**config.mk**
```make
export PLATFORM = sky130hd
export DESIGN_NAME = stpf_framer
export DESIGN_NICKNAME = d
export VERILOG_FILES = /design/src/rtl/stpf_framer.v /design/src/rtl/stpf_delta_enc.v
export VERILOG_INCLUDE_DIRS = /design/src /design/src/rtl
export SDC_FILE = /design/constraint.sdc
export NUM_CORES = 2
export LEC_CHECK = 0
export BUFFER_PORTS_ARGS = -buffer_cell sky130_fd_sc_hd__buf_2
export CAP_MARGIN = 20
export CORE_MARGIN = 3
export CORE_UTILIZATION = 45
export CTS_CLUSTER_SIZE = 12
export DETAILED_ROUTE_END_ITERATION = 6
export HOLD_SLACK_MARGIN = 0.02
export PLACE_DENSITY = 0.63
export SETUP_SLACK_MARGIN = 0.4
export SLEW_MARGIN = 15
export SYNTH_ARGS = -nofsm -noshare
export SYNTH_HDL_FRONTEND = slang
export SYNTH_HIERARCHICAL = 1
export SYNTH_SLANG_ARGS = --single-unit
```
**constraint.sdc**
```tcl
create_clock -name sys_clk_in -period 11.19 [get_ports sys_clk_in]
set_input_delay 2.238 -clock sys_clk_in [delete_from_list [all_inputs] [get_ports sys_clk_in]]
set_output_delay 2.238 -clock sys_clk_in [all_outputs]
set_load 0.005 [all_outputs]
```
**src/rtl/stpf_consts.vh**
```
`ifndef STPF_CONSTS_VH
`define STPF_CONSTS_VH
// ****************************************
// Packet geometry
// ****************************************
`define STPF_PKT_BYTES 9'd440
`define STPF_PKT_LAST 9'd439
`define STPF_PKT_LEN 16'h01B1
`define STPF_W_TS_HI 8'd3
`define STPF_W_TS_MID 8'd4
`define STPF_W_TS_LO 8'd5
`define STPF_W_COUNT 8'd6
`define STPF_W_GREY 8'd7
`define STPF_W_EVT0 8'd8
`define STPF_W_EVT_END 8'd219
`define STPF_EVT_WORDS 211
`define STPF_PTR_ROOM 8'd208
`define STPF_EVT_MAX 7'd105
// ****************************************
// Header fields
// ****************************************
`define STPF_VERSION 3'h0
`define STPF_PTYPE 1'h0
`define STPF_HFLAG 1'h1
`define STPF_SEQFLAGS 2'h3
`define STPF_APID_U1 11'h648
`define STPF_APID_U2 11'h6C8
`define STPF_TYPE_SUB 8'h08
`define STPF_SPARE 3'h0
// ****************************************
// Event coding
// ****************************************
`define STPF_DELTA_FLAG 8'hFF
`define STPF_DELTA_LOST 16'hFFFF
`define STPF_DELTA_EXT 37'h00000000FF
`define STPF_DELTA_BIG 37'h000000FFFF
`define STPF_MARK_XY 16'h0000
// ****************************************
// Grey filter and allocation
// ****************************************
`define STPF_GREY_MAX 5'h1F
`define STPF_GREY_FIRST 5'h1E
`define STPF_ALLOC_MAX 5'h12
`define STPF_ALLOC_RST 5'h09
// ****************************************
// Register map (word index of byte address)
// ****************************************
`define STPF_REG_CTRL 3'h0
`define STPF_REG_ALLOC 3'h1
`define STPF_REG_STATUS 3'h2
`define STPF_REG_SEQ 3'h3
`define STPF_CTRL_RST 8'h01
`endif

```
**src/rtl/stpf_framer.v**
```verilog
// What this block does
// - Packets are 440 bytes, 217 data words
// - One housekeeping slot per polling cycle when powered
// - Unit allocation clamped to total per cycle
// - Science output limited to written allocation minus one
// - Overflow switches primary to secondary format
// - Overflow in secondary enables grey filtering
// - Grey filter number 0 to 31
// - 40-bit time stamp from word 0 bit 8
// - Second word LSB counts seconds
// - Lowest three time stamp bits are zero
// - Primary header version, APID, sequence, length
// - Word 0 holds type, subtype, time top
// - APID chosen per instrument unit
// - Event is XY word plus energy/delta word
// - Long delta flagged 255 plus extension word
// - Gap over 8 s writes FFFF, timing lost
// - Quiet polling cycle flushes partial packet
// - Full imaging data field word layout
// - At most 105 records, count reported
// - Grey change mid-packet inserts zero-XY marker event
// - Markers counted in event count
`timescale 1ns/1ps
`include "stpf_consts.vh"
module stpf_framer #(
    parameter EVT_WORDS = `STPF_EVT_WORDS
) (
    input wire sys_clk_in,
    input wire rst_in,
    input wire ce_in,
    input wire [4:0] avs_address_in,
    input wire avs_read_in,
    input wire avs_write_in,
    input wire [31:0] avs_writedata_in,
    input wire [3:0] avs_byteenable_in,
    output reg [31:0] avs_readdata_out,
    output reg avs_waitrequest_out,
    input wire evt_valid_in,
    input wire [7:0] evt_x_in,
    input wire [7:0] evt_y_in,
    input wire [7:0] evt_energy_in,
    output reg evt_ready_out,
    input wire [39:0] onboard_time_stamp_in,
    input wire hk_poll_in,
    input wire dpu_power_in,
    output reg hk_slot_out,
    output reg [7:0] tm_data_out,
    output reg tm_valid_out,
    output reg tm_sop_out,
    output reg tm_eop_out,
    input wire tm_ready_in,
    output reg grey_en_out,
    output reg [4:0] grey_num_out,
    output reg [1:0] fmt_sel_out
);
    // ****************************************
    // States
    // ****************************************
    localparam S_COLLECT = 3'h0;
    localparam S_WR_A = 3'h1;
    localparam S_WR_B = 3'h2;
    localparam S_WR_C = 3'h3;
    localparam S_WAIT = 3'h4;
    localparam S_TX = 3'h5;

    reg [15:0] mem [0:EVT_WORDS-1];
    reg [2:0] st_r;
    reg [7:0] ptr_r;
    reg [6:0] count_r;
    reg [39:0] ts_first_r;
    reg [4:0] grey_first_r;
    reg [36:0] prev_tick_r;
    reg lost_r;
    reg [15:0] rec_a_r;
    reg [15:0] rec_b_r;
    reg [15:0] rec_c_r;
    reg rec_ext_r;
    reg mark_pend_r;
    reg evt_seen_r;
    reg flush_r;
    reg ovf_seen_r;
    reg [8:0] tx_idx_r;
    reg [13:0] seq_r;
    reg [4:0] sent_r;
    reg enable_r;
    reg unit_r;
    reg [1:0] pri_fmt_r;
    reg [1:0] sec_fmt_r;
    reg [4:0] alloc_r;
    reg sec_act_r;
    reg restart_r;
    reg [5:0] grey_prev_r;
    reg hk_s1_r;
    reg hk_s2_r;
    reg hk_s3_r;
    wire hk_tick;
    wire [36:0] now_tick;
    wire [36:0] delta;
    wire [7:0] d_byte;
    wire [15:0] d_ext;
    wire d_need;
    wire d_lost;
    wire room;
    wire [4:0] budget;
    wire req;
    wire [7:0] word_idx;
    wire [15:0] tx_word;
    wire mark_go;
    wire evt_go;

    assign hk_tick = hk_s2_r & ~hk_s3_r;
    assign now_tick = onboard_time_stamp_in[39:3];
    assign delta = (count_r == 7'h00) ? 37'h0 :
        now_tick - prev_tick_r;
    assign room = (ptr_r <= `STPF_PTR_ROOM) &&
        (count_r < `STPF_EVT_MAX);
    assign budget = (dpu_power_in && alloc_r != 5'h00) ?
        alloc_r - 5'h01 : 5'h00;
    assign req = (avs_read_in | avs_write_in) & avs_waitrequest_out;
    assign word_idx = tx_idx_r[8:1];
    assign mark_go = (st_r == S_COLLECT) && mark_pend_r &&
        (count_r != 7'h00) && room;
    assign evt_go = (st_r == S_COLLECT) && evt_valid_in &&
        evt_ready_out;

    stpf_delta_enc u_delta (
        .delta_in(delta),
        .lost_in(lost_r),
        .byte_out(d_byte),
        .ext_out(d_ext),
        .ext_need_out(d_need),
        .lost_out(d_lost)
    );

    // ****************************************
    // Packet word lookup
    // ****************************************
    function [15:0] pkt_word;
        input [7:0] idx;
        reg [7:0] off;
        begin
            off = idx - `STPF_W_EVT0;
            pkt_word = 16'h0000;
            case (idx)
                8'h00: pkt_word = {`STPF_VERSION, `STPF_PTYPE,
                    `STPF_HFLAG, unit_r ? `STPF_APID_U2 :
                    `STPF_APID_U1};
                8'h01: pkt_word = {`STPF_SEQFLAGS, seq_r};
                8'h02: pkt_word = `STPF_PKT_LEN;
                `STPF_W_TS_HI: pkt_word = {`STPF_TYPE_SUB,
                    ts_first_r[39:32]};
                `STPF_W_TS_MID: pkt_word = ts_first_r[31:16];
                `STPF_W_TS_LO: pkt_word = {ts_first_r[15:3],
                    `STPF_SPARE};
                `STPF_W_COUNT: pkt_word = {9'h000, count_r};
                `STPF_W_GREY: pkt_word = {11'h000, grey_first_r};
                default: begin
                    if (idx >= `STPF_W_EVT0 && idx < `STPF_W_EVT_END &&
                        off < ptr_r) begin
                        pkt_word = mem[off];
                    end
                end
            endcase
        end
    endfunction

    assign tx_word = pkt_word(word_idx);

    // ****************************************
    // Polling cycle synchroniser
    // ****************************************
    always @(posedge sys_clk_in or posedge rst_in) begin
        if (rst_in) begin
            hk_s1_r <= 1'b0;
            hk_s2_r <= 1'b0;
            hk_s3_r <= 1'b0;
        end else if (ce_in) begin
            hk_s1_r <= hk_poll_in;
            hk_s2_r <= hk_s1_r;
            hk_s3_r <= hk_s2_r;
        end
    end

    // ****************************************
    // Register bus
    // ****************************************
    always @(posedge sys_clk_in or posedge rst_in) begin
        if (rst_in) begin
            avs_waitrequest_out <= 1'b1;
            avs_readdata_out <= 32'h00000000;
            enable_r <= 1'b0;
            unit_r <= 1'b0;
            pri_fmt_r <= 2'h0;
            sec_fmt_r <= 2'h0;
            alloc_r <= `STPF_ALLOC_RST;
            restart_r <= 1'b0;
        end else if (ce_in) begin
            restart_r <= 1'b0;
            avs_waitrequest_out <= ~req;
            if (req && avs_read_in) begin
                avs_readdata_out <= 32'h00000000;
                if (avs_address_in[1:0] == 2'h0) begin
                    case (avs_address_in[4:2])
                        `STPF_REG_CTRL: avs_readdata_out <= {24'h000000,
                            sec_fmt_r, pri_fmt_r, 2'h0, unit_r,
                            enable_r};
                        `STPF_REG_ALLOC: avs_readdata_out <=
                            {27'h0000000, alloc_r};
                        `STPF_REG_STATUS: avs_readdata_out <= {6'h00,
                            st_r == S_WAIT, lost_r, 1'b0, count_r,
                            3'h0, grey_num_out, 6'h00, grey_en_out,
                            sec_act_r};
                        `STPF_REG_SEQ: avs_readdata_out <= {11'h000,
                            sent_r, 2'h0, seq_r};
                        default: avs_readdata_out <= 32'h00000000;
                    endcase
                end
            end
            if (!avs_waitrequest_out && avs_write_in &&
                avs_address_in[1:0] == 2'h0) begin
                if (avs_address_in[4:2] == `STPF_REG_CTRL) begin
                    if (avs_byteenable_in[0]) begin
                        enable_r <= avs_writedata_in[0];
                        unit_r <= avs_writedata_in[1];
                        pri_fmt_r <= avs_writedata_in[5:4];
                        sec_fmt_r <= avs_writedata_in[7:6];
                    end
                    if (avs_byteenable_in[1]) begin
                        restart_r <= avs_writedata_in[8];
                    end
                end
                if (avs_address_in[4:2] == `STPF_REG_ALLOC &&
                    avs_byteenable_in[0]) begin
                    alloc_r <= (avs_writedata_in[7:0] >
                        {3'h0, `STPF_ALLOC_MAX}) ? `STPF_ALLOC_MAX :
                        avs_writedata_in[4:0];
                end
            end
        end
    end

    // ****************************************
    // Format and grey filter control
    // ****************************************
    always @(posedge sys_clk_in or posedge rst_in) begin
        if (rst_in) begin
            sec_act_r <= 1'b0;
            grey_en_out <= 1'b0;
            grey_num_out <= `STPF_GREY_MAX;
            fmt_sel_out <= 2'h0;
            hk_slot_out <= 1'b0;
            ovf_seen_r <= 1'b0;
        end else if (ce_in) begin
            fmt_sel_out <= sec_act_r ? sec_fmt_r : pri_fmt_r;
            hk_slot_out <= hk_tick & dpu_power_in;
            ovf_seen_r <= (ovf_seen_r & ~hk_tick) |
                (evt_valid_in & (st_r == S_WAIT));
            if (restart_r) begin
                sec_act_r <= 1'b0;
                grey_en_out <= 1'b0;
                grey_num_out <= `STPF_GREY_MAX;
            end else if (hk_tick && ovf_seen_r) begin
                if (!sec_act_r) begin
                    sec_act_r <= 1'b1;
                end else if (!grey_en_out) begin
                    grey_en_out <= 1'b1;
                    grey_num_out <= `STPF_GREY_FIRST;
                end else if (grey_num_out != 5'h00) begin
                    grey_num_out <= grey_num_out - 5'h01;
                end
            end
        end
    end

    // ****************************************
    // Event collection and packet output
    // ****************************************
    always @(posedge sys_clk_in) begin
        if (ce_in && (st_r == S_WR_A || st_r == S_WR_B ||
            st_r == S_WR_C)) begin
            mem[ptr_r] <= (st_r == S_WR_A) ? rec_a_r :
                (st_r == S_WR_B) ? rec_b_r : rec_c_r;
        end
    end

    always @(posedge sys_clk_in or posedge rst_in) begin
        if (rst_in) begin
            st_r <= S_COLLECT;
            ptr_r <= 8'h00;
            count_r <= 7'h00;
            ts_first_r <= 40'h0000000000;
            grey_first_r <= 5'h00;
            prev_tick_r <= 37'h0;
            lost_r <= 1'b0;
            rec_a_r <= 16'h0000;
            rec_b_r <= 16'h0000;
            rec_c_r <= 16'h0000;
            rec_ext_r <= 1'b0;
            mark_pend_r <= 1'b0;
            evt_seen_r <= 1'b0;
            flush_r <= 1'b0;
            tx_idx_r <= 9'h000;
            seq_r <= 14'h0000;
            sent_r <= 5'h00;
            grey_prev_r <= {1'b0, `STPF_GREY_MAX};
            evt_ready_out <= 1'b0;
            tm_data_out <= 8'h00;
            tm_valid_out <= 1'b0;
            tm_sop_out <= 1'b0;
            tm_eop_out <= 1'b0;
        end else if (ce_in) begin
            evt_ready_out <= 1'b0;
            grey_prev_r <= {grey_en_out, grey_num_out};
            // Hardware set wins over the clear
            evt_seen_r <= evt_go | (evt_seen_r & ~hk_tick);
            if (hk_tick) begin
                sent_r <= 5'h00;
                if (!evt_seen_r && count_r != 7'h00 &&
                    st_r != S_TX && st_r != S_WAIT) begin
                    flush_r <= 1'b1;
                end
            end
            if ({grey_en_out, grey_num_out} != grey_prev_r) begin
                mark_pend_r <= 1'b1;
            end else if (mark_go || (evt_go && count_r == 7'h00)) begin
                mark_pend_r <= 1'b0;
            end
            case (st_r)
                S_COLLECT: begin
                    if (mark_go) begin
                        rec_a_r <= `STPF_MARK_XY;
                        rec_b_r <= {3'h0, grey_num_out, d_byte};
                        rec_c_r <= d_ext;
                        rec_ext_r <= d_need;
                        lost_r <= d_lost;
                        prev_tick_r <= now_tick;
                        count_r <= count_r + 7'h01;
                        st_r <= S_WR_A;
                    end else if (evt_go) begin
                        if (count_r == 7'h00) begin
                            ts_first_r <= onboard_time_stamp_in;
                            grey_first_r <= grey_num_out;
                        end
                        rec_a_r <= {evt_x_in, evt_y_in};
                        rec_b_r <= {evt_energy_in, d_byte};
                        rec_c_r <= d_ext;
                        rec_ext_r <= d_need;
                        lost_r <= d_lost;
                        prev_tick_r <= now_tick;
                        count_r <= count_r + 7'h01;
                        st_r <= S_WR_A;
                    end else if (count_r != 7'h00 && (!room || flush_r)) begin
                        st_r <= S_WAIT;
                    end else if (room && !(mark_pend_r &&
                        count_r != 7'h00)) begin
                        evt_ready_out <= 1'b1;
                    end
                end
                S_WR_A: begin
                    ptr_r <= ptr_r + 8'h01;
                    st_r <= S_WR_B;
                end
                S_WR_B: begin
                    ptr_r <= ptr_r + 8'h01;
                    st_r <= rec_ext_r ? S_WR_C : S_COLLECT;
                end
                S_WR_C: begin
                    ptr_r <= ptr_r + 8'h01;
                    st_r <= S_COLLECT;
                end
                S_WAIT: begin
                    flush_r <= 1'b0;
                    if (enable_r && sent_r < budget && !hk_tick) begin
                        sent_r <= sent_r + 5'h01;
                        tx_idx_r <= 9'h000;
                        st_r <= S_TX;
                    end
                end
                S_TX: begin
                    if (!tm_valid_out || tm_ready_in) begin
                        if (tx_idx_r == `STPF_PKT_BYTES) begin
                            tm_valid_out <= 1'b0;
                            tm_sop_out <= 1'b0;
                            tm_eop_out <= 1'b0;
                            seq_r <= seq_r + 14'h0001;
                            ptr_r <= 8'h00;
                            count_r <= 7'h00;
                            lost_r <= 1'b0;
                            st_r <= S_COLLECT;
                        end else begin
                            tm_valid_out <= 1'b1;
                            tm_data_out <= tx_idx_r[0] ? tx_word[7:0] :
                                tx_word[15:8];
                            tm_sop_out <= (tx_idx_r == 9'h000);
                            tm_eop_out <= (tx_idx_r == `STPF_PKT_LAST);
                            tx_idx_r <= tx_idx_r + 9'h001;
                        end
                    end
                end
                default: st_r <= S_COLLECT;
            endcase
        end
    end
endmodule

```
**src/rtl/stpf_delta_enc.v**
```verilog
`timescale 1ns/1ps
`include "stpf_consts.vh"
module stpf_delta_enc (
    input wire [36:0] delta_in,
    input wire lost_in,
    output reg [7:0] byte_out,
    output reg [15:0] ext_out,
    output reg ext_need_out,
    output reg lost_out
);
    always @* begin
        byte_out = delta_in[7:0];
        ext_out = delta_in[15:0];
        ext_need_out = 1'b0;
        lost_out = lost_in;
        if (lost_in || delta_in >= `STPF_DELTA_BIG) begin
            byte_out = `STPF_DELTA_FLAG;
            ext_out = `STPF_DELTA_LOST;
            ext_need_out = 1'b1;
            lost_out = 1'b1;
        end else if (delta_in >= `STPF_DELTA_EXT) begin
            byte_out = `STPF_DELTA_FLAG;
            ext_need_out = 1'b1;
        end
    end
endmodule

```
==> flow_metrics.py <==
metrics = {
    "outcome": {
        "status": "complete, but fails checks",
        "violations": "design-rule violations",
    },
    "synthesis": {
        "synth_compound_area_frac": 0.0275,
        "seq_area_frac_synth": 0.746,
        "ys_warn_count": 6,
        "synthMuxAreaShare": 0.164,
        "syn_area_per_cell_um2": 20.0,
        "yosys_register_bits": 3622,
        "synth_cells": 7210,
        "synth_edf_count": 3376,
        "ys_async_sr_fraction": 0.0679,
        "synth_area_um2": 144000,
        "synth_top_family_by_area": "multiplexers",
        "synthAdderAreaFrac": 0.00561,
        "synth_ff_type": "edfxtp_1",
        "synth-xor-area-share": 0.00450,
        "yosysUniqueCellTypes": 82,
        "synthSimpleGateAreaFrac": 0.0349,
    },
    "finish": {
        "final_cell_mix": "3376 x edfxtp_1, 948 x mux4_2, 407 x nor2_1",
        "areaGrowthSynthToFinish_pct": 12.6,
        "drive_gt1_frac": 0.259,
        "stdcell_count": 12100,
        "final_util": 0.510,
        "final_common_cell": "edfxtp_1",
        "fillCellCount": 25000,
        "final_area_um2": 162000,
        "nets": 7824,
    },
    "timing": {
        "max_slew_margin": 0.196,
        "setup_violations": 0,
        "max_freq_ghz": 0.147,
        "post-route-period-util": 0.610,
        "clock_skew_ns": 0.0668,
        "min_period_ns": 6.82,
        "drv_slew": 0,
        "setup_tns_ns": 0,
        "worst_pin_slew_ns": 1.21,
        "rsz0062_at_grt": "no",
        "final_hold_viol_count": 0,
    },
    "power": {
        "p_total_mw": 45.7,
        "power_frac_seq": 0.427,
        "p_leak_nw": 51.7,
        "pwr-share-clk": 0.250,
        "p_int_mw": 30.1,
        "vdd_drop_max_uv": 360,
        "share_comb_of_total_power": 0.323,
        "switching_share": 0.342,
        "powerDensity_nw_per_um2": 282,
        "p_sw_mw": 15.6,
    },
    "global_routing": {
        "grtUsageMet3": 0.0457,
        "grt_antenna_before_repair": 20,
        "grt_use_met2": 0.362,
        "grtUsageTotal": 0.228,
        "grt_max_degree": 212,
        "grt_pass1_vias": 74100,
        "overflow": 0,
        "grt_use_met1": 0.321,
        "grt-busiest-layer": "met2",
        "grt_pass1_wl_mm": 539,
    },
    "worst_setup_path": {
        "r2r_cells": 10,
        "slowest_delay_ns": 0.78,
        "critPathLaunchType": "input pin",
        "critPathRequiredTime_ns": 11.98,
        "cp_common_cell": "a21oi_1",
        "crit_type": "input pin to flop",
        "crit_arrival_ns": 7.61,
        "critPathTopFamily": "compound AO/OA/AOI/OAI gates",
        "reg2reg_slack_ns": 4.78,
        "crit_path_top_delay_cell": "nor4_4",
        "crit_chain": "buf_2 -> inv_1 -> ha_1 -> inv_1 -> fa_1 -> a211oi_1 -> nor2_1 -> o2111ai_1 -> a21oi_1 -> a2111oi_1 -> a21oi_1 -> o41ai_1 -> a21oi_1 -> xnor2_1 -> nor2_1 -> nor4_1 -> nand4_1 -> nor4_4 -> o41ai_1 -> a22o_1",
        "r2r-start": "tx_idx_r[1]",
        "r2r_end": "tm_data_out[4]",
        "end_kind": "flop",
        "worst-path-buf-inv": 3,
        "path_max_fanout": 17,
    },
    "clock_network": {
        "clk_pin_slew_worst_paths_ns": 0.06,
        "clockBufferDepth": 4,
        "clock_latency_ns": 0.94,
        "postCtsHoldBufs": 0,
        "cts_buffers": 371,
        "clock-sinks": 3622,
        "ctsHtreeMaxLevel": 5,
        "clock-root-buffer": "clkbuf_16",
        "postCtsResizedCells": 0,
        "postCtsSetupBuffers": 0,
        "cts_tree": "yes",
    },
    "worst_hold_path": {
        "min_to": "rec_a_r[3]",
        "hp-class": "flop to flop",
        "whs_path_depth": 2,
        "hp-start": "rec_a_r[3]",
    },
    "placement": {
        "placement.io_buffers": 130,
        "dp.cells": 11400,
        "dpl_cell_area_um2": 151000,
        "hpwl_mm": 220,
        "gp_congestion": 0.868,
    },
    "detailed_routing": {
        "drtAntennaViolNets": 0,
        "drc": 10,
        "routed_via_density": 6.10,
        "wl_per_cell_um": 31.0,
        "vias": 73700,
        "drt_pre_antenna_iters": 7,
        "drt-initial-drc-count": 9078,
        "wl_mm": 374,
    },
    "floorplan": {
        "die_w_um": 572,
        "pin_count": 168,
        "row_count": 207,
        "die_h_um": 572,
        "core_area_um2": 318000,
        "start_util": 0.453,
        "die_area_um2": 327000,
    },
    "job": {
        "drv_cap": 0,
    },
}
power by group through the flow:
| stage | Clock, mW | Sequential, mW | Combinational [mW] |
|---|---|---|---|
| global route | 12.2 | 19.5 | 15.7 |
| finish | 11.4 | 19.5 | 14.8 |
| global placement | 0 | 19.8 | 14.2 |
| floorplan | 0 | 20.8 | 8.77 |
| CTS | 11.6 | 19.5 | 14.7 |
| detailed placement | 0 | 19.8 | 14.7 |
final cells by class:
| class | count | area (µm²) | share of cell area |
|---|---|---|---|
| well taps | 4180 | 5230 | 0.0322 |
| diodes | 12 | 30.0 | 0.000185 |
| flip-flops and latches | 3622 | 108000 | 0.663 |
| inverters | 81 | 322 | 0.00198 |
| repair buffers | 471 | 3580 | 0.0221 |
| clock buffers | 480 | 9880 | 0.0609 |
| clock inverters | 131 | 1100 | 0.00676 |
| multi-input cells | 3099 | 34600 | 0.213 |
how the worst max path moves through the flow:
stage,startpoint,slack [ns],cells past startpoint,end
floorplan,rst_in,2.22,1,alloc_r[1]
CTS,onboard_time_stamp_in[3],4.54,21,rec_b_r[7]
detailed placement,onboard_time_stamp_in[3],3.57,21,rec_b_r[5]
global placement,onboard_time_stamp_in[3],3.53,21,rec_b_r[3]
finish,onboard_time_stamp_in[3],4.37,20,lost_r
global route,onboard_time_stamp_in[3],4.05,20,lost_r
cells by family (layout without fill, tap and decap cells):
logic type / Yosys count / count (layout)
flops: 3622 / 3622
mux: 1174 / 1174
simple gates: 1159 / 1159
compound gates: 619 / 619
buf+inv: 497 / 1163
xor+xnor: 74 / 74
fa+ha+maj: 64 / 64
other cells: 1 / 21
Yosys cell counts, types with 8 or more instances:
cell	count	area (µm²)
nand3_1	84	420
o211ai_1	30	225
a211oi_1	21	158
nor2b_1	11	68.8
nand2b_1	30	188
or2_2	11	68.8
xnor2_1	45	394
mux2_2	60	676
nor3_1	29	145
a22o_1	12	105
clkbuf_1	182	683
nor2_1	458	1720
dfstp_2	13	342
a221oi_1	48	420
inv_1	75	282
a21o_1	12	90.1
buf_1	26	97.6
nand2_1	405	1520
or3_1	17	106
o21ai_0	155	776
a31oi_1	32	200
nor4_1	21	131
mux4_2	948	21400
edfxtp_1	3376	101000
o21a_1	12	90.1
a2111oi_0	8	70.1
o22ai_1	32	200
a21oi_1	153	766
buf_2	118	591
and2_1	17	106
xor2_1	29	254
ha_1	63	788
buf_6	13	146
nand4_1	29	181
buf_4	77	578
and3_1	16	100
dfrtp_1	233	5830
o221ai_1	10	87.6
mux2i_1	166	1660
o2111ai_1	10	87.6
a22oi_1	31	233
tightest hold or removal path: stages, from the launching register on:
cell	delay (ns)
dfrtp_1	0.34
nand2_1	0.05
nand2_1	0.05
sequential cells by signal, summed over array words and instances, names as in the netlist, 2 cells and up:
name / flops
seq_r: 14
tm_data_out: 8
sec_fmt_r: 2
rec_b_r: 16
count_r: 7
ts_first_r: 37
pri_fmt_r: 2
sent_r: 5
grey_num_out: 5
alloc_r: 5
rec_c_r: 16
fmt_sel_out: 2
grey_prev_r: 6
tx_idx_r: 9
grey_first_r: 5
mem: 3376
st_r: 3
rec_a_r: 16
avs_readdata_out: 23
ptr_r: 8
prev_tick_r: 37
through the flow:
stage	hold slack (ns)	setup slack, ns
CTS	0.478	4.54
global placement	0.452	3.53
detailed placement	0.460	3.57
global route	0.499	4.05
finish	0.472	4.37
floorplan	0.439	2.22
layer usage:
metal	vias to the layer above	share of wire
met3	622	0.090
met5	-	0.00016
met2	3309	0.48
met4	8	0.031
met1	39400	0.40
li1	30300	-
Note: power is estimated with default switching activity, not from simulation.
